### src/rtl/uia_pkg.sv
// package for the usb interrupt aggregation and sleep block
package uia_pkg;
	localparam int ADDR_W = 6;
	localparam logic [ADDR_W-1:0] OFF_MAIN_FLAGS = 6'h00;
	localparam logic [ADDR_W-1:0] OFF_MAIN_EN = 6'h04;
	localparam logic [ADDR_W-1:0] OFF_OTG_FLAGS = 6'h08;
	localparam logic [ADDR_W-1:0] OFF_OTG_EN = 6'h0c;
	localparam logic [ADDR_W-1:0] OFF_ERR_FLAGS = 6'h10;
	localparam logic [ADDR_W-1:0] OFF_ERR_EN = 6'h14;
	localparam logic [ADDR_W-1:0] OFF_POWER_CTRL = 6'h18;
	localparam logic [ADDR_W-1:0] OFF_POWER_STAT = 6'h1c;
	localparam int FLAG_W = 8;
	localparam int ERR_SUMMARY_BIT = 1;
	localparam int ACTIVITY_BIT = 4;
	localparam int XFER_DONE_BIT = 3;
	localparam logic [7:0] FLAGS_RESET = 8'h00;
	localparam logic [7:0] ENABLES_RESET = 8'h00;
	// power control register fields
	localparam int PC_USB_EN_BIT = 0;
	localparam int PC_SUSPEND_BIT = 1;
	localparam int PC_SHARED_BIT = 2;
	localparam int PC_SUPPLY_BIT = 3;
	localparam int PC_MODE_LSB = 4;
	localparam logic [7:0] POWER_CTRL_RESET = 8'h00;
	typedef enum logic [1:0] {
		UIA_MODE_DEVICE,
		UIA_MODE_HOST,
		UIA_MODE_OTG,
		UIA_MODE_OFF
	} uia_mode_type;
endpackage

### src/rtl/uia_flag_if.sv
// interface carrying one flag group between the top and its flag banks
`timescale 1ns/100ps
interface uia_flag_if #(parameter int W = 8);
	logic [W-1:0] events;
	logic [W-1:0] clear;
	logic [W-1:0] enables;
	logic [W-1:0] flags;
	logic pending;
	modport bank(input events, input clear, input enables, output flags, output pending);
	modport ctrl(output events, output clear, output enables, input flags, input pending);
endinterface

### src/rtl/uia_flag_bank.sv
// one group of sticky event flags with write-one-to-clear and enable gating
`timescale 1ns/100ps
module uia_flag_bank #(
	parameter int W = 8
) (
	input wire logic clk,
	input wire logic rst_n,
	uia_flag_if.bank fb
);
	import uia_pkg::*;
	logic [W-1:0] flags_q;
	logic [W-1:0] flags_d;
	// set wins over a clear in the same cycle; only hardware events set
	assign flags_d = (flags_q & ~fb.clear) | fb.events;
	always_ff @(posedge clk or negedge rst_n) begin
		if (!rst_n) begin
			flags_q <= W'(FLAGS_RESET);
		end else begin
			flags_q <= flags_d;
		end
	end
	assign fb.flags = flags_q;
	// forwarding follows the current enables at once, so a late enable still raises it
	assign fb.pending = |(flags_q & fb.enables);

	a_flag_sticky: assert property (@(posedge clk) disable iff (!rst_n)
		(flags_q != 0 && fb.clear == 0) |=> ((flags_q & $past(flags_q)) == $past(flags_q)))
		else $error("flag dropped without a clear");
	a_flag_event_sets: assert property (@(posedge clk) disable iff (!rst_n)
		(fb.events != 0) |=> ((flags_q & $past(fb.events)) == $past(fb.events)))
		else $error("event did not set its flag");
endmodule // uia_flag_bank

### src/rtl/uia_top.sv
// usb interrupt aggregation, sleep clock control and supply/id pins
// Functional notes
// every event source has its own flag and its own enable bit; LINK_ACTIVITY shares otg bit 4 and TRANSFER_DONE main bit 3
// error summary, main flag bit 1, reads as OR of enabled error flags
// all enabled flags merge into one request, gated by cpu-side enable
// top layer: main and otg flags gated by their enable registers
// second layer: enabled error flags feed the error summary
// transfer flag set only when transfer completes; MAIN_EVENTS bit 3 also sets it here
// software writes never set a flag
// enables gate only forwarding; flags still set and readable
// flag stays set until software writes one; zero does nothing
// firmware clears cpu generic usb flag at end of service routine
// sleep without suspend keeps the usb clock running
// shared oscillator, sleep without suspend: cpu off, oscillator on
// separate cpu source disabled on sleep, usb source stays on
// suspended and shared: oscillator stops when cpu sleeps
// not shared: oscillator off at suspend, cpu source off at sleep
// bus activity event enabled automatically on sleep entry
// firmware sleeps only with usb disabled or link suspended
// host and otg modes drive supply enable pin from control bit
// device and otg modes sample the id pin for role select
// link activity during sleep sets activity flag and wakes chip
// request is a level while any enabled flag stays set
//
// The Wishbone register port and the address map are this design's own decisions.
`timescale 1ns/100ps
module uia_top #(
	parameter int FLAG_W = 8
) (
	input wire logic CLOCK,
	input wire logic RESETN,
	input wire logic [31:0] WB_ADR_I,
	input wire logic [31:0] WB_DAT_I,
	output logic [31:0] WB_DAT_O,
	input wire logic [3:0] WB_SEL_I,
	input wire logic WB_WE_I,
	input wire logic WB_CYC_I,
	input wire logic WB_STB_I,
	output logic WB_ACK_O,
	input wire logic [FLAG_W-1:0] MAIN_EVENTS,
	input wire logic [FLAG_W-1:0] OTG_EVENTS,
	input wire logic [FLAG_W-1:0] ERROR_EVENTS,
	input wire logic TRANSFER_DONE,
	input wire logic LINK_ACTIVITY,
	input wire logic ID_PIN,
	input wire logic CPU_SLEEP,
	input wire logic CPU_USB_INT_ENABLE,
	output logic USB_REQUEST,
	output logic SUPPLY_ENABLE_OUTPUT,
	output logic USB_CLOCK_ENABLE,
	output logic CPU_CLOCK_ENABLE,
	output logic PRIMARY_OSC_ENABLE,
	output logic CPU_SOURCE_ENABLE,
	output logic WAKE_REQUEST,
	output logic ID_IS_DEVICE
);
	import uia_pkg::*;

	uia_flag_if #(.W(FLAG_W)) main_if ();
	uia_flag_if #(.W(FLAG_W)) otg_if ();
	uia_flag_if #(.W(FLAG_W)) err_if ();

	logic [FLAG_W-1:0] main_en_q, otg_en_q, err_en_q;
	logic [7:0] power_ctrl_q;
	logic ack_q;
	logic [31:0] rdata_q;
	logic [2:0] id_sync_q;
	logic id_q;
	logic [2:0] act_sync_q;
	logic act_q;
	logic sleep_q;
	logic req_q, supply_q, usbclk_q, cpuclk_q, osc_q, cpusrc_q, wake_q;

	// bus decode
	wire bus_req = WB_CYC_I & WB_STB_I & ~ack_q;
	// a write lands at the edge where the master sees ack, address still held
	wire bus_wr = WB_CYC_I & WB_STB_I & ack_q & WB_WE_I & WB_SEL_I[0];
	wire [ADDR_W-1:0] adr = WB_ADR_I[ADDR_W-1:0];
	wire adr_hi_zero = (WB_ADR_I[31:ADDR_W] == '0);
	wire hit_main_f = adr_hi_zero && adr == OFF_MAIN_FLAGS;
	wire hit_main_e = adr_hi_zero && adr == OFF_MAIN_EN;
	wire hit_otg_f = adr_hi_zero && adr == OFF_OTG_FLAGS;
	wire hit_otg_e = adr_hi_zero && adr == OFF_OTG_EN;
	wire hit_err_f = adr_hi_zero && adr == OFF_ERR_FLAGS;
	wire hit_err_e = adr_hi_zero && adr == OFF_ERR_EN;
	wire hit_pc = adr_hi_zero && adr == OFF_POWER_CTRL;
	wire hit_ps = adr_hi_zero && adr == OFF_POWER_STAT;
	wire [FLAG_W-1:0] wmask = WB_DAT_I[FLAG_W-1:0];

	// power settings
	wire usb_en = power_ctrl_q[PC_USB_EN_BIT];
	wire suspend = power_ctrl_q[PC_SUSPEND_BIT];
	wire shared_osc = power_ctrl_q[PC_SHARED_BIT];
	wire supply_bit = power_ctrl_q[PC_SUPPLY_BIT];
	wire [1:0] mode_bits = power_ctrl_q[PC_MODE_LSB+1:PC_MODE_LSB];
	wire host_side = (mode_bits == UIA_MODE_HOST) || (mode_bits == UIA_MODE_OTG);
	wire dev_side = (mode_bits == UIA_MODE_DEVICE) || (mode_bits == UIA_MODE_OTG);

	// activity event: forced enable while sleeping, flag on activity in sleep
	wire act_in_sleep = act_q & sleep_q;
	wire [FLAG_W-1:0] act_bit = FLAG_W'(1) << ACTIVITY_BIT;
	wire [FLAG_W-1:0] otg_en_eff = otg_en_q | (CPU_SLEEP ? act_bit : '0);

	// main events: transfer completion feeds bit 3, summary bit is not a stored flag
	wire [FLAG_W-1:0] sum_bit = FLAG_W'(1) << ERR_SUMMARY_BIT;
	wire [FLAG_W-1:0] xfer_bit = FLAG_W'(1) << XFER_DONE_BIT;
	assign main_if.events = (MAIN_EVENTS | (TRANSFER_DONE ? xfer_bit : '0)) & ~sum_bit;
	assign main_if.clear = (bus_wr && hit_main_f) ? (wmask & ~sum_bit) : '0;
	assign main_if.enables = main_en_q;
	assign otg_if.events = OTG_EVENTS | (act_in_sleep ? act_bit : '0);
	assign otg_if.clear = (bus_wr && hit_otg_f) ? wmask : '0;
	assign otg_if.enables = otg_en_eff;
	assign err_if.events = ERROR_EVENTS;
	assign err_if.clear = (bus_wr && hit_err_f) ? wmask : '0;
	assign err_if.enables = err_en_q;

	uia_flag_bank #(.W(FLAG_W)) u_main (.clk(CLOCK), .rst_n(RESETN), .fb(main_if));
	uia_flag_bank #(.W(FLAG_W)) u_otg (.clk(CLOCK), .rst_n(RESETN), .fb(otg_if));
	uia_flag_bank #(.W(FLAG_W)) u_err (.clk(CLOCK), .rst_n(RESETN), .fb(err_if));

	// summary is live, never stored, so a write cannot touch it
	wire err_summary = err_if.pending;
	wire main_sum_en = main_en_q[ERR_SUMMARY_BIT];
	wire [FLAG_W-1:0] main_view = main_if.flags | (err_summary ? sum_bit : '0);
	wire any_enabled = main_if.pending | otg_if.pending | (err_summary & main_sum_en);
	wire req_d = any_enabled & CPU_USB_INT_ENABLE;

	wire [31:0] rd_mux =
		hit_main_f ? 32'(main_view) :
		hit_main_e ? 32'(main_en_q) :
		hit_otg_f ? 32'(otg_if.flags) :
		hit_otg_e ? 32'(otg_en_q) :
		hit_err_f ? 32'(err_if.flags) :
		hit_err_e ? 32'(err_en_q) :
		hit_pc ? 32'(power_ctrl_q) :
		hit_ps ? 32'({sleep_q, id_q, osc_q, usbclk_q}) : 32'h0;

	// clock gating decisions
	wire usbclk_d = usb_en & ~suspend;
	wire osc_d = shared_osc ? ~(suspend & CPU_SLEEP) : ~suspend;
	wire cpuclk_d = ~CPU_SLEEP;
	wire cpusrc_d = shared_osc ? osc_d : ~CPU_SLEEP;

	always_ff @(posedge CLOCK or negedge RESETN) begin
		if (!RESETN) begin
			main_en_q <= ENABLES_RESET;
			otg_en_q <= ENABLES_RESET;
			err_en_q <= ENABLES_RESET;
			power_ctrl_q <= POWER_CTRL_RESET;
		end else if (bus_wr) begin
			if (hit_main_e) main_en_q <= wmask;
			if (hit_otg_e) otg_en_q <= wmask;
			if (hit_err_e) err_en_q <= wmask;
			if (hit_pc) power_ctrl_q <= WB_DAT_I[7:0];
		end
	end

	always_ff @(posedge CLOCK or negedge RESETN) begin
		if (!RESETN) begin
			ack_q <= 1'b0;
			rdata_q <= 32'h0;
		end else begin
			ack_q <= bus_req;
			rdata_q <= bus_req ? rd_mux : 32'h0;
		end
	end

	// pin synchronisers: change accepted when stages two and three agree
	always_ff @(posedge CLOCK or negedge RESETN) begin
		if (!RESETN) begin
			id_sync_q <= 3'h0;
			id_q <= 1'b0;
			act_sync_q <= 3'h0;
			act_q <= 1'b0;
			sleep_q <= 1'b0;
		end else begin
			id_sync_q <= {id_sync_q[1:0], ID_PIN};
			if (id_sync_q[2] == id_sync_q[1] && dev_side) id_q <= id_sync_q[2];
			act_sync_q <= {act_sync_q[1:0], LINK_ACTIVITY};
			// activity counts once stages two and three agree, as for the id pin
			if (act_sync_q[2] == act_sync_q[1]) act_q <= act_sync_q[2];
			sleep_q <= CPU_SLEEP;
		end
	end

	always_ff @(posedge CLOCK or negedge RESETN) begin
		if (!RESETN) begin
			req_q <= 1'b0;
			supply_q <= 1'b0;
			usbclk_q <= 1'b0;
			cpuclk_q <= 1'b1;
			osc_q <= 1'b1;
			cpusrc_q <= 1'b1;
			wake_q <= 1'b0;
		end else begin
			req_q <= req_d;
			supply_q <= usb_en & host_side & supply_bit;
			usbclk_q <= usbclk_d;
			cpuclk_q <= cpuclk_d;
			osc_q <= osc_d;
			cpusrc_q <= cpusrc_d;
			wake_q <= sleep_q & otg_if.flags[ACTIVITY_BIT];
		end
	end

	assign WB_ACK_O = ack_q;
	assign WB_DAT_O = rdata_q;
	assign USB_REQUEST = req_q;
	assign SUPPLY_ENABLE_OUTPUT = supply_q;
	assign USB_CLOCK_ENABLE = usbclk_q;
	assign CPU_CLOCK_ENABLE = cpuclk_q;
	assign PRIMARY_OSC_ENABLE = osc_q;
	assign CPU_SOURCE_ENABLE = cpusrc_q;
	assign WAKE_REQUEST = wake_q;
	assign ID_IS_DEVICE = id_q;

	a_request_level: assert property (@(posedge CLOCK) disable iff (!RESETN)
		(any_enabled && CPU_USB_INT_ENABLE) |=> USB_REQUEST)
		else $error("request missing while enabled flag set");
	a_request_drops: assert property (@(posedge CLOCK) disable iff (!RESETN)
		(!any_enabled) |=> !USB_REQUEST)
		else $error("request held with no enabled flag");
	a_summary_or: assert property (@(posedge CLOCK) disable iff (!RESETN)
		main_view[ERR_SUMMARY_BIT] == |(err_if.flags & err_en_q))
		else $error("summary does not match enabled errors");
	a_usb_clock_kept: assert property (@(posedge CLOCK) disable iff (!RESETN)
		(usb_en && !suspend && CPU_SLEEP) |=> USB_CLOCK_ENABLE)
		else $error("usb clock stopped in sleep");
	a_osc_shared_stop: assert property (@(posedge CLOCK) disable iff (!RESETN)
		(shared_osc && suspend && CPU_SLEEP) |=> !PRIMARY_OSC_ENABLE)
		else $error("shared oscillator kept in suspended sleep");
	a_osc_split_stop: assert property (@(posedge CLOCK) disable iff (!RESETN)
		(!shared_osc && suspend) |=> !PRIMARY_OSC_ENABLE)
		else $error("oscillator kept during suspend");
	a_cpu_source_off: assert property (@(posedge CLOCK) disable iff (!RESETN)
		(!shared_osc && CPU_SLEEP) |=> !CPU_SOURCE_ENABLE)
		else $error("cpu source kept in sleep");
	a_supply_pin: assert property (@(posedge CLOCK) disable iff (!RESETN)
		(usb_en && host_side && supply_bit) |=> SUPPLY_ENABLE_OUTPUT)
		else $error("supply pin not driven");
	a_activity_wake: assert property (@(posedge CLOCK) disable iff (!RESETN)
		(act_q && sleep_q && CPU_SLEEP) |=> ##1 (otg_if.flags[ACTIVITY_BIT] && (WAKE_REQUEST || !CPU_SLEEP)))
		else $error("activity in sleep did not flag and wake");

	// bus handshake
	a_ack_single: assert property (@(posedge CLOCK) disable iff (!RESETN)
		WB_ACK_O |=> !WB_ACK_O)
		else $error("ack held for more than one cycle");
	a_rdata_idle: assert property (@(posedge CLOCK) disable iff (!RESETN)
		!WB_ACK_O |-> (WB_DAT_O == 32'h0))
		else $error("read data shown without ack");

	// flag groups: only hardware sets, a written one clears
	a_main_no_set: assert property (@(posedge CLOCK) disable iff (!RESETN)
		(main_if.events == '0) |=> ((main_if.flags & ~$past(main_if.flags)) == '0))
		else $error("main flag set without an event");
	a_otg_no_set: assert property (@(posedge CLOCK) disable iff (!RESETN)
		(otg_if.events == '0) |=> ((otg_if.flags & ~$past(otg_if.flags)) == '0))
		else $error("otg flag set without an event");
	a_err_no_set: assert property (@(posedge CLOCK) disable iff (!RESETN)
		(err_if.events == '0) |=> ((err_if.flags & ~$past(err_if.flags)) == '0))
		else $error("error flag set without an event");
	a_main_clear: assert property (@(posedge CLOCK) disable iff (!RESETN)
		(main_if.clear != '0 && main_if.events == '0) |=> ((main_if.flags & $past(main_if.clear)) == '0))
		else $error("main flag not cleared by a written one");
	a_err_clear: assert property (@(posedge CLOCK) disable iff (!RESETN)
		(err_if.clear != '0 && err_if.events == '0) |=> ((err_if.flags & $past(err_if.clear)) == '0))
		else $error("error flag not cleared by a written one");
	a_summary_unstored: assert property (@(posedge CLOCK) disable iff (!RESETN)
		main_if.flags[ERR_SUMMARY_BIT] == 1'b0)
		else $error("summary bit stored as a flag");
	a_xfer_flag: assert property (@(posedge CLOCK) disable iff (!RESETN)
		TRANSFER_DONE |=> main_if.flags[XFER_DONE_BIT])
		else $error("transfer completion did not set its flag");
	a_disabled_flag_kept: assert property (@(posedge CLOCK) disable iff (!RESETN)
		(main_if.events != '0 && main_en_q == '0) |=> ((main_if.flags & $past(main_if.events)) == $past(main_if.events)))
		else $error("disabled flag not set by its event");

	// request forwarding
	a_request_gated: assert property (@(posedge CLOCK) disable iff (!RESETN)
		!CPU_USB_INT_ENABLE |=> !USB_REQUEST)
		else $error("request raised while cpu side disabled");
	a_summary_request: assert property (@(posedge CLOCK) disable iff (!RESETN)
		(err_summary && main_sum_en && CPU_USB_INT_ENABLE) |=> USB_REQUEST)
		else $error("enabled error did not raise the request");

	// sleep clocks and pins
	a_cpu_clock_sleep: assert property (@(posedge CLOCK) disable iff (!RESETN)
		CPU_SLEEP |=> !CPU_CLOCK_ENABLE)
		else $error("cpu clock kept in sleep");
	a_osc_shared_kept: assert property (@(posedge CLOCK) disable iff (!RESETN)
		(shared_osc && !suspend) |=> PRIMARY_OSC_ENABLE)
		else $error("shared oscillator stopped without suspend");
	a_usb_source_kept: assert property (@(posedge CLOCK) disable iff (!RESETN)
		(!shared_osc && !suspend && CPU_SLEEP) |=> PRIMARY_OSC_ENABLE)
		else $error("usb clock source stopped in sleep");
	a_activity_forced: assert property (@(posedge CLOCK) disable iff (!RESETN)
		CPU_SLEEP |-> otg_if.enables[ACTIVITY_BIT])
		else $error("activity event not enabled in sleep");
	a_supply_off: assert property (@(posedge CLOCK) disable iff (!RESETN)
		!(usb_en && host_side && supply_bit) |=> !SUPPLY_ENABLE_OUTPUT)
		else $error("supply pin driven when not selected");
	a_id_held: assert property (@(posedge CLOCK) disable iff (!RESETN)
		!dev_side |=> $stable(ID_IS_DEVICE))
		else $error("id level changed outside device modes");
	a_id_follows: assert property (@(posedge CLOCK) disable iff (!RESETN)
		(dev_side && id_sync_q[2] == id_sync_q[1]) |=> (ID_IS_DEVICE == $past(id_sync_q[2])))
		else $error("settled id level not taken");
	a_wake_needs_sleep: assert property (@(posedge CLOCK) disable iff (!RESETN)
		!sleep_q |=> !WAKE_REQUEST)
		else $error("wake raised outside sleep");
endmodule // uia_top

### config.mk
export PLATFORM = sky130hd
export DESIGN_NAME = uia_top
export DESIGN_NICKNAME = d
export VERILOG_FILES = /design/src/rtl/uia_pkg.sv /design/src/rtl/uia_flag_if.sv /design/src/rtl/uia_flag_bank.sv /design/src/rtl/uia_top.sv
export SDC_FILE = /design/constraint.sdc
export NUM_CORES = 1
export LEC_CHECK = 0
export BUFFER_PORTS_ARGS = -buffer_cell sky130_fd_sc_hd__buf_2
export CAP_MARGIN = 30
export CORE_MARGIN = 3
export CORE_UTILIZATION = 46
export DETAILED_ROUTE_END_ITERATION = 10
export MAX_ROUTING_LAYER = met4
export PLACE_DENSITY = 0.77
export REMOVE_ABC_BUFFERS = 1
export SYNTH_ARGS = -nofsm -noshare
export SYNTH_HDL_FRONTEND = slang
export SYNTH_SLANG_ARGS = --single-unit
### constraint.sdc
create_clock -name CLOCK -period 2 [get_ports CLOCK]
set_clock_uncertainty 0.15 [all_clocks]
set_input_delay 0.1 -clock CLOCK [delete_from_list [all_inputs] [get_ports CLOCK]]
set_output_delay 0.1 -clock CLOCK [all_outputs]
set_load 0.01 [all_outputs]
== After elaboration in Yosys (flattened, before gate mapping) ==
Cells that the tools add are included.
W data, S select, Z words.

* Bits in registers: 81
* Output and inout bits: 41
* Input bits: 102
* Logic and storage cells: 109

* Multiplexer cells: 18
* Bitwise operators: 35
* Eq/ne operators: 11
* Reduce and logical (&&, ||, !) cells: 24

{| class="wikitable"
|+ Operator list
! kind !! count
|-
| $mux W8 || 11
|-
| $and A8 B8 Y8 || 6
|-
| $logic_not A26 Y1 || 1
|-
| $eq A6 B5 Y1 const B || 4
|-
| $not A8 Y8 || 3
|-
| $or A8 B8 Y8 || 3
|-
| $reduce_or A8 Y1 || 3
|-
| $or A8 B5 Y8 || 2
|-
| $and A1 B1 Y1 || 13
|-
| $eq A6 B4 Y1 const B || 2
|-
| $logic_and A1 B1 Y1 || 12
|-
| $mux W5 || 2
|-
| $mux W4 || 2
|-
| $or A8 B2 Y8 || 1
|-
| $or A8 B4 Y8 || 1
|-
| $reduce_and A2 Y1 || 4
|-
| $eq A6 B3 Y1 const B || 1
|-
| $logic_not A6 Y1 || 1
|-
| $not A1 Y1 || 4
|-
| $eq A1 B1 Y1 || 2
|-
| $eq A2 B1 Y1 const B || 1
|-
| $eq A2 B2 Y1 const B || 1
|-
| $logic_not A2 Y1 || 1
|-
| $logic_or A1 B1 Y1 || 2
|-
| other kinds (3) || 5
|}

== Depth between registers and ports, before layout ==
Gate-level depths: netlist of the first run.

* Depth in word-level cells: 11
* Gate-level depth with buffers: 6
* Gate-level depth less buffers: 6

== Modules after synthesis ==
From an unflattened synthesis of the first run, not the netlist that was laid out.

* Cell total of the unflattened synthesis: 356
* Area, all modules: 4124.0 µm²

{| class="wikitable"
|+ By module, submodules not included
! module !! sequential area each (µm²) !! instances !! area each (µm²) !! cells an instance
|-
| uia_top || 1430.1 || 1 || 3140.5 || 269
|-
| uia_flag_bank || 200.2 || 3 || 327.8 || 29
|}

== Least setup slack after synthesis of the first run ==
OpenSTA, ideal clock, no wires.

* Kind: reg2reg
* From: register ack_q, in the netlist WB_ACK_O
* To: register main_en_q[0]
* Period minus slack after synthesis: 1963 ps
* Arrival: 1688 ps
* Setup slack: 37 ps
* Library setup time: 125 ps
* Cell stages (with the launch flop): 6
* Buffers on the path: 1
* Data required time: 1725 ps
* Cell sequence: dfrtp_1 -> and4_1 -> clkbuf_1 -> nand4_1 -> nor3_4 -> mux2_4

* Longest elaborated chain between the ends: 4

{| class="wikitable"
|+ RTL lines
! item !! RTL line !! source
|-
| start, declared || uia_top.sv:65 || <nowiki>logic ack_q;</nowiki>
|-
| start signal, assigned || uia_top.sv:163 || <nowiki>ack_q <= bus_req;</nowiki>
|-
| $and A1 B1 Y1 (3 in series) || uia_top.sv:77 || <nowiki>wire bus_wr = WB_CYC_I & WB_STB_I & ack_q & WB_WE_I & WB_SEL_I[0];</nowiki>
|-
| $reduce_and A2 Y1 (no line) || -- ||
|-
| end signal, assigned || uia_top.sv:151 || <nowiki>if (hit_main_e) main_en_q <= wmask;</nowiki>
|-
| end, declared || uia_top.sv:63 || <nowiki>logic [FLAG_W-1:0] main_en_q, otg_en_q, err_en_q;</nowiki>
|}

Every way passes these cells.
A chain may end at the register's enable or synchronous reset.

== Final worst setup path of the first run ==
* From: register ack_q, in the netlist WB_ACK_O
* To: register err_en_q[2]

* Longest elaborated chain between the ends: 4

{| class="wikitable"
|+ RTL lines
! item !! RTL line !! source
|-
| $and A1 B1 Y1 (3 in series) || uia_top.sv:77 ||
|-
| $reduce_and A2 Y1 (no line) || -- ||
|-
| end signal, assigned || uia_top.sv:153 || <nowiki>if (hit_err_e) err_en_q <= wmask;</nowiki>
|-
| end, declared || uia_top.sv:63 ||
|}

Every way passes these cells.

==> impl_metrics.py, run 1 <==
metrics = {
    "clock_tree": {
        "cts.htree.levels": 3,
        "path_clk_slew_ps": 80,
        "cts_sinks": 80,
        "cts_root_buf": "clkbuf_8",
        "tritoncts": "done",
        "numCtsBuffers": 9,
        "cts.path.max_buffers": 2,
        "clk_latency_ps": 360,
    },
    "cells_and_area": {
        "drive_gt1_share_pct": 38.61,
        "area_growth_pct": 30.44,
        "diodes": 0,
        "nFillCells": 700,
        "layout.nets": 604,
    },
    "global_routing": {
        "grt_max_degree": 34,
        "grt.total_usage_pct": 23.77,
        "grt_pass1_vias": 3644,
        "overflow": 0,
        "grt_pass1_wl_um": 18280,
        "antenna_found_initial": 0,
    },
    "power_and_ir_drop": {
        "p_seq_share_pct": 51.4,
        "clkPwrFrac_pct": 36.3,
        "p_leak_nw": 2.478,
        "sw_frac_of_total_pct": 25.22,
        "intPower_w": 0.002389,
        "switchingPower_w": 0.0008055,
        "peakVddDrop_uv": 403.4,
        "power_frac_comb_pct": 12.2,
        "power_density_nw_per_um2": 584.6,
        "fin_total_pwr_w": 0.003194,
    },
    "floorplan": {
        "io_pins": 143,
        "initial_utilization_pct": 47.80,
        "fp-row-count": 34,
        "die_w_um": 101.4,
        "coreArea_um2": 8763,
        "dieHeight_um": 101.4,
        "die_area_um2": 10290,
    },
    "synth": {
        "synth.most_common_cell": "dfrtp_1",
        "synth_area_um2": 4189,
        "synth_top_cell_by_area": "dfrtp_1",
        "syn_avg_cell_area_um2": 11.97,
        "synth-compound-area-share_pct": 11.17,
        "yosysSeqAreaShare_pct": 47.88,
        "synth_commonest_cells": "dfrtp_1, nand4_1, mux2_2",
        "synth_top_family_by_area": "simple AND/OR/NAND/NOR gates",
        "synthTopCellsByArea": "dfrtp_1, mux2_2, nand4_1",
        "synth_flop_cell": "dfrtp_1",
        "synth_top_area_share_pct": 46.00,
        "yosys.area_share.simple_pct": 18.94,
        "ys_ff_latch": 80,
        "synth_async_sr_flop_share_pct": 100.0,
        "synthMuxAreaShare_pct": 14.37,
        "ys_types": 42,
        "synth_edf_count": 0,
        "synthCells": 350,
        "yosysWarningCount": 0,
        "synth_xor_xnor_area_share_pct": 0,
        "synth_adder_area_share_pct": 0.8363,
    },
    "sta": {
        "setup_viol": 0,
        "final_hold_viol_count": 0,
        "drv_slew": 0,
        "timing.hold.ws_ps": 72.52,
        "period_minus_slack_ps": 1882,
        "rsz0062_at_grt": "no",
        "period_share_pct": 94.09,
        "fin_tns_setup_ps": 0,
        "fmax_mhz": 531.4,
    },
    "route": {
        "postRouteAntennaNets": 0,
        "vias": 3428,
        "drc": 0,
        "wl_um": 11270,
        "firstDrtPassIters": 5,
        "drt_iter0_drc": 239,
        "viasPerCell": 5.592,
        "avgRoutedWirePerCell_um": 18.39,
    },
    "place": {
        "place_congestion": 0.9309,
        "portBuffers": 90,
        "hpwl_um": 8288,
    },
    "worst_setup_path": {
        "critPathLaunchType": "flip-flop",
        "worstSetupPathType": "flip-flop to flip-flop",
        "rr_startpoint": "WB_ACK_O",
        "worstPathCellList": "and4_2 > nand4_1 > nor3_4 > buf_12 > mux2_2",
        "cp-end-kind": "flip-flop",
        "r2r-end": "err_en_q[2]",
        "rrSetupSlack_ps": 120,
        "worstPathRequired_ps": 2090,
        "cp.arrival_ps": 1970,
        "cp_slowest_stage_delay_ps": 390,
        "cp_max_fo": 8,
        "crit_slowest_cell": "dfrtp_1",
        "reg2reg_depth": 5,
    },
    "worst_hold_path": {
        "hold_path.class": "input port to async pin",
    },
    "run": {
        "drv_cap": 0,
    },
    "run_status": {
        "status": "complete, no violations",
    },
}
[power groups by stage]
| stage | sequential, W | clock [W] | combinational (W) |
|---|---|---|---|
| after global placement | 0.00167 | 0 | 0.000317 |
| final | 0.00164 | 0.00116 | 0.000390 |
| after detailed placement | 0.00167 | 0 | 0.000324 |
| after global routing | 0.00164 | 0.00126 | 0.000425 |
| after CTS | 0.00164 | 0.00119 | 0.000387 |
| after floorplan | 0.00168 | 0 | 0.000103 |
[how the worst max path moves through the flow]
stage                            from            to  depth (start not counted)
after floorplan              WB_ACK_O  main_en_q[0]                          4
after global placement       WB_ACK_O   err_en_q[6]                          5
after detailed placement  WB_ADR_I[7]   otg_en_q[1]                          6
after CTS                    WB_STB_I   WB_DAT_O[6]                          7
after global routing      WB_ADR_I[4]   err_en_q[2]                          7
final                        WB_ACK_O   err_en_q[2]                          5
[logic make-up (layout without fill, tap and decap cells)]
| logic type | Yosys count | in the layout |
|---|---|---|
| and+or+nand+nor | 107 | 107 |
| muxes | 44 | 44 |
| AOI/OAI and AO/OA | 65 | 65 |
| buffers and inverters | 50 | 182 |
| adders and majority gates | 3 | 3 |
| other | 1 | 24 |
| DFF | 80 | 80 |
[layout by cell type, fill, tap and decap left out, drive strengths merged, types with 2 or more instances in the layout]
| cell type | netlist | routed |
|---|---|---|
| buf | 29 | 116 |
| dfrtp | 77 | 77 |
| dlygate4sd3 | 0 | 41 |
| mux2 | 35 | 35 |
| nand4 | 32 | 32 |
| conb | 1 | 24 |
| nand2b | 21 | 21 |
| o31ai | 21 | 21 |
| a22oi | 15 | 15 |
| nand2 | 13 | 13 |
| nor2b | 11 | 11 |
| clkbuf | 12 | 10 |
| inv | 9 | 9 |
| nor3 | 8 | 8 |
| a21oi | 7 | 7 |
| mux4 | 7 | 7 |
| nor2 | 7 | 7 |
| nor4 | 6 | 6 |
| o21ai | 6 | 6 |
| dfstp | 3 | 3 |
| a211oi | 3 | 3 |
| clkinv | 0 | 3 |
| and4 | 3 | 3 |
| o22ai | 2 | 2 |
| a22o | 2 | 2 |
| o2bb2ai | 2 | 2 |
| mux2i | 2 | 2 |
| and3 | 2 | 2 |
| o211a | 2 | 2 |
| o21bai | 2 | 2 |
| ha | 2 | 2 |
| clkinvlp | 0 | 2 |
| a221oi | 2 | 2 |
| nor3b | 2 | 2 |
[layer usage]
layer,up-vias,global-route usage (%),wire (um)
met5,-,-,0
met4,0,8.282,175
met1,1677,29.88,4705
met2,166,38.23,5643
li1,1563,-,-
met3,22,4.959,748
[what timing repair did]
action,4_1_cts,5_1_grt
hold buffers,41,0
setup endpoints to repair,0,16
setup buffers,0,0
gates resized for setup,0,5
hold endpoints to repair,145,0
[cell type report]
cell class | instances | area [um2] | share of cell area [%]
flip-flops and latches | 80 | 2006 | 36.71
multi-input cells | 243 | 2006 | 36.71
repair buffers | 157 | 1096 | 20.06
well taps | 108 | 135.1 | 2.473
clock buffers | 10 | 127.6 | 2.336
clock inverters | 6 | 60.06 | 1.099
inverters | 9 | 33.78 | 0.6183
[flip-flops by register name, summed over array words and instances, names as in the netlist, 3 cells and up]
signal	flops
u_main.fb.flags	7
power_ctrl_q	8
err_en_q	8
WB_DAT_O	8
u_otg.fb.flags	8
otg_en_q	8
u_err.fb.flags	8
id_sync_q	3
act_sync_q	3
main_en_q	8
[per-stage QoR]
step / util (%) / instance area, um2 / setup WS (ps) / instances
2_1_floorplan: - / 4028 / -219.7 / 332
3_3_place_gp: 55.33 / 4848 / 137.2 / 556
3_5_place_dp: 55.33 / 4848 / 65.72 / 556
4_1_cts: 62.15 / 5446 / 54.49 / 613
5_1_grt: 62.35 / 5464 / 6.324 / 613
6_report: 62.35 / 5464 / 118.2 / 613
[worst max-delay path, delay by kind of cell, from the launching register on]
family	cells	cell delay, ps
muxes	1	330
DFF	1	390
and+or+nand+nor	3	740
buffers and inverters	1	160
(Power assumes the default switching activity.)
==> run 2, diff against run 1 <==
--- a/config.mk
+++ b/config.mk
@@ -8,11 +8,12 @@
 export BUFFER_PORTS_ARGS = -buffer_cell sky130_fd_sc_hd__buf_2
 export CAP_MARGIN = 30
 export CORE_MARGIN = 3
-export CORE_UTILIZATION = 46
+export CORE_UTILIZATION = 45
 export DETAILED_ROUTE_END_ITERATION = 10
 export MAX_ROUTING_LAYER = met4
-export PLACE_DENSITY = 0.77
+export PLACE_DENSITY = 0.76
 export REMOVE_ABC_BUFFERS = 1
 export SYNTH_ARGS = -nofsm -noshare
 export SYNTH_HDL_FRONTEND = slang
+export SYNTH_HIERARCHICAL = 1
 export SYNTH_SLANG_ARGS = --single-unit
==> impl_metrics.py, run 2 <==
metrics = {
    "sta": {
        "rsz0062_at_grt": "no",
        "setup_ws_ps": 80.84,
        "period_minus_slack_ps": 1919,
        "slew-limit-headroom_pct": 64.42,
        "period_share_pct": 95.96,
        "setup_viol": 0,
        "tightest_slew_ps": 533.6,
        "fmax_mhz": 521.1,
        "final_hold_viol_count": 0,
        "drv_slew": 0,
    },
    "synth": {
        "synth_async_sr_flop_share_pct": 100.0,
        "synth-compound-area-share_pct": 9.800,
        "syn_avg_cell_area_um2": 11.58,
        "synthMuxAreaShare_pct": 16.14,
        "synth_top_family_by_area": "multiplexers",
        "synth_xor_xnor_area_share_pct": 0,
        "yosysWarningCount": 6,
        "synth_commonest_cells": "dfrtp_1, nor2_1, inv_1",
        "synth_edf_count": 0,
        "synth_area_um2": 4124,
        "ys_ff_latch": 81,
        "synth_top_area_share_pct": 47.33,
        "synth_adder_area_share_pct": 0.8495,
        "ys_types": 42,
        "yosys.area_share.simple_pct": 15.72,
        "synth_flop_cell": "dfrtp_1",
        "synthCells": 356,
        "synth.most_common_cell": "dfrtp_1",
        "yosysSeqAreaShare_pct": 49.24,
        "synth_top_cell_by_area": "dfrtp_1",
        "synthTopCellsByArea": "dfrtp_1, mux2_2, buf_4",
    },
    "power_and_ir_drop": {
        "p_seq_share_pct": 53.9,
        "power_density_nw_per_um2": 568.9,
        "peakVddDrop_uv": 369.5,
        "switchingPower_w": 0.0007985,
        "intPower_w": 0.002288,
        "power_frac_comb_pct": 11.6,
        "p_leak_nw": 2.511,
        "clkPwrFrac_pct": 34.5,
        "sw_frac_of_total_pct": 25.87,
        "fin_total_pwr_w": 0.003087,
    },
    "global_routing": {
        "grt.total_usage_pct": 21.71,
        "grt_max_degree": 43,
        "overflow": 0,
        "antenna_found_initial": 0,
        "grt_pass1_vias": 3341,
        "grt_pass1_wl_um": 16540,
    },
    "route": {
        "vias": 3246,
        "drt_iter0_drc": 121,
        "postRouteAntennaNets": 0,
        "avgRoutedWirePerCell_um": 16.14,
        "firstDrtPassIters": 4,
        "viasPerCell": 5.161,
        "wl_um": 10150,
        "drc": 0,
    },
    "cells_and_area": {
        "drive_gt1_share_pct": 38.77,
        "area_growth_pct": 31.58,
        "nFillCells": 743,
        "layout_common_cells": "buf_2, dfrtp_1, nor2_1, dlygate4sd3_1, inv_1",
        "layout_commonest_cell": "buf_2",
        "layout.nets": 620,
        "final_util_pct": 61.62,
        "diodes": 0,
    },
    "worst_setup_path": {
        "crit_end": "main_en_q[1]",
        "worstSetupPathType": "flip-flop to flip-flop",
        "critPathLaunchType": "flip-flop",
        "crit_start": "WB_ACK_O",
        "cp_max_fo": 8,
        "worst-path-stages": 4,
        "cp-end-kind": "flip-flop",
        "crit_buf_inv": 0,
        "crit_family": "simple AND/OR/NAND/NOR gates",
        "rrSetupSlack_ps": 80,
        "cp.arrival_ps": 2000,
        "worstPathRequired_ps": 2080,
        "r2r-end": "main_en_q[1]",
        "reg2reg_depth": 4,
        "crit_slowest_cell": "or4_4",
        "rr_startpoint": "WB_ACK_O",
        "cp_slowest_stage_delay_ps": 670,
        "worstPathCellList": "and3_1 > nand3_4 > or4_4 > mux2_4",
    },
    "worst_hold_path": {
        "hold_path.class": "input port to flip-flop",
    },
    "clock_tree": {
        "cts_root_buf": "clkbuf_8",
        "cts.path.max_buffers": 2,
        "numCtsBuffers": 9,
        "clk_latency_ps": 350,
        "cts.htree.levels": 3,
        "tritoncts": "done",
        "cts_sinks": 81,
        "path_clk_slew_ps": 90,
        "cts_setup_buffers": 0,
    },
    "floorplan": {
        "coreArea_um2": 8806,
        "die_w_um": 101.7,
        "die_area_um2": 10350,
        "io_pins": 143,
        "fp-row-count": 34,
        "dieHeight_um": 101.7,
        "initial_utilization_pct": 46.83,
    },
    "place": {
        "place_ws_ps": -8.636,
        "hpwl_um": 7567,
        "portBuffers": 90,
        "place_congestion": 0.8886,
    },
    "run": {
        "drv_cap": 0,
    },
    "run_status": {
        "status": "complete, no violations",
    },
}
## run 2: cell types whose count changed in the layout (fill, tap and decap cells not counted), moves of 4 or more
| cell | previous run | this run |
|---|---|---|
| a22oi_1 | 15 | 9 |
| nand2_1 | 13 | 7 |
| nand2b_1 | 21 | 9 |
| mux2i_1 | 2 | 14 |
| nand4_1 | 30 | 6 |
| inv_1 | 9 | 28 |
| o31ai_1 | 21 | 0 |
| a21o_1 | 0 | 22 |
| or2_2 | 0 | 5 |
| nor2_1 | 6 | 39 |
| nor3_4 | 4 | 0 |
## run 2: layout make-up
class	instances	area [um2]	share of cell area, %
flip-flops and latches	81	2031	37.42
multi-input cells	237	1868	34.42
repair buffers	159	1110	20.45
well taps	108	135.1	2.490
clock buffers	9	123.9	2.283
inverters	28	105.1	1.937
clock inverters	7	53.80	0.9915
## run 2: how the worst min path moves through the flow
stage | start | depth (start not counted) | endpoint
floorplan | RESETN | 0 | ID_IS_DEVICE
global placement | RESETN | 1 | act_sync_q[0]
detailed placement | RESETN | 1 | act_sync_q[0]
CTS | WB_ADR_I[4] | 3 | WB_DAT_O[1]
global route | WB_ADR_I[4] | 3 | WB_DAT_O[6]
finish | WB_ADR_I[4] | 3 | WB_DAT_O[1]
## run 2: power by group through the flow
stage	clock network, W	logic (W)	registers, W
5_1_grt	0.00118	0.000398	0.00167
3_5_place_dp	0	0.000299	0.00170
2_1_floorplan	0	0.000102	0.00170
6_report	0.00107	0.000357	0.00166
3_3_place_gp	0	0.000292	0.00170
4_1_cts	0.00111	0.000358	0.00166
## run 2: worst reg2reg max path: cells and delay by family (launching register included)
family        cells  cell delay (ps)
flops             1              340
mux               1              350
simple gates      3              970
## run 2: kinds of logic after synthesis
group / after synthesis
buffers and inverters: 63
AND/OR/NAND/NOR: 100
adder cells (fa/ha/maj): 3
flip-flops: 81
other: 1
AO/OA/AOI/OAI: 56
multiplexers: 52
## run 2: metal layers
layer / vias up / share of wire [%] / GRT usage [%]
met5: - / 0 / -
met2: 112 / 52 / 35.87
met1: 1603 / 42 / 27.12
li1: 1521 / - / -
met3: 10 / 5.5 / 5.096
met4: 0 / 1.1 / 5.112
## run 2: timing repair
action                                  CTS  global route
pin swaps                                 0             4
gates resized for setup                   2             3
hold buffers                             39             0
endpoints found under the setup margin    1             2
hold endpoints to repair                111             0
## run 2: metrics by stage
step | setup TNS (ps) | instance area (um2) | instances | hold slack (ps)
2_1_floorplan | 0 | 3986 | 346 | -345.6
3_3_place_gp | 0 | 4837 | 574 | -40.52
3_5_place_dp | -12.27 | 4837 | 574 | -36.56
4_1_cts | 0 | 5415 | 629 | 47.86
5_1_grt | 0 | 5426 | 629 | 72.29
6_report | 0 | 5426 | 629 | 73.23
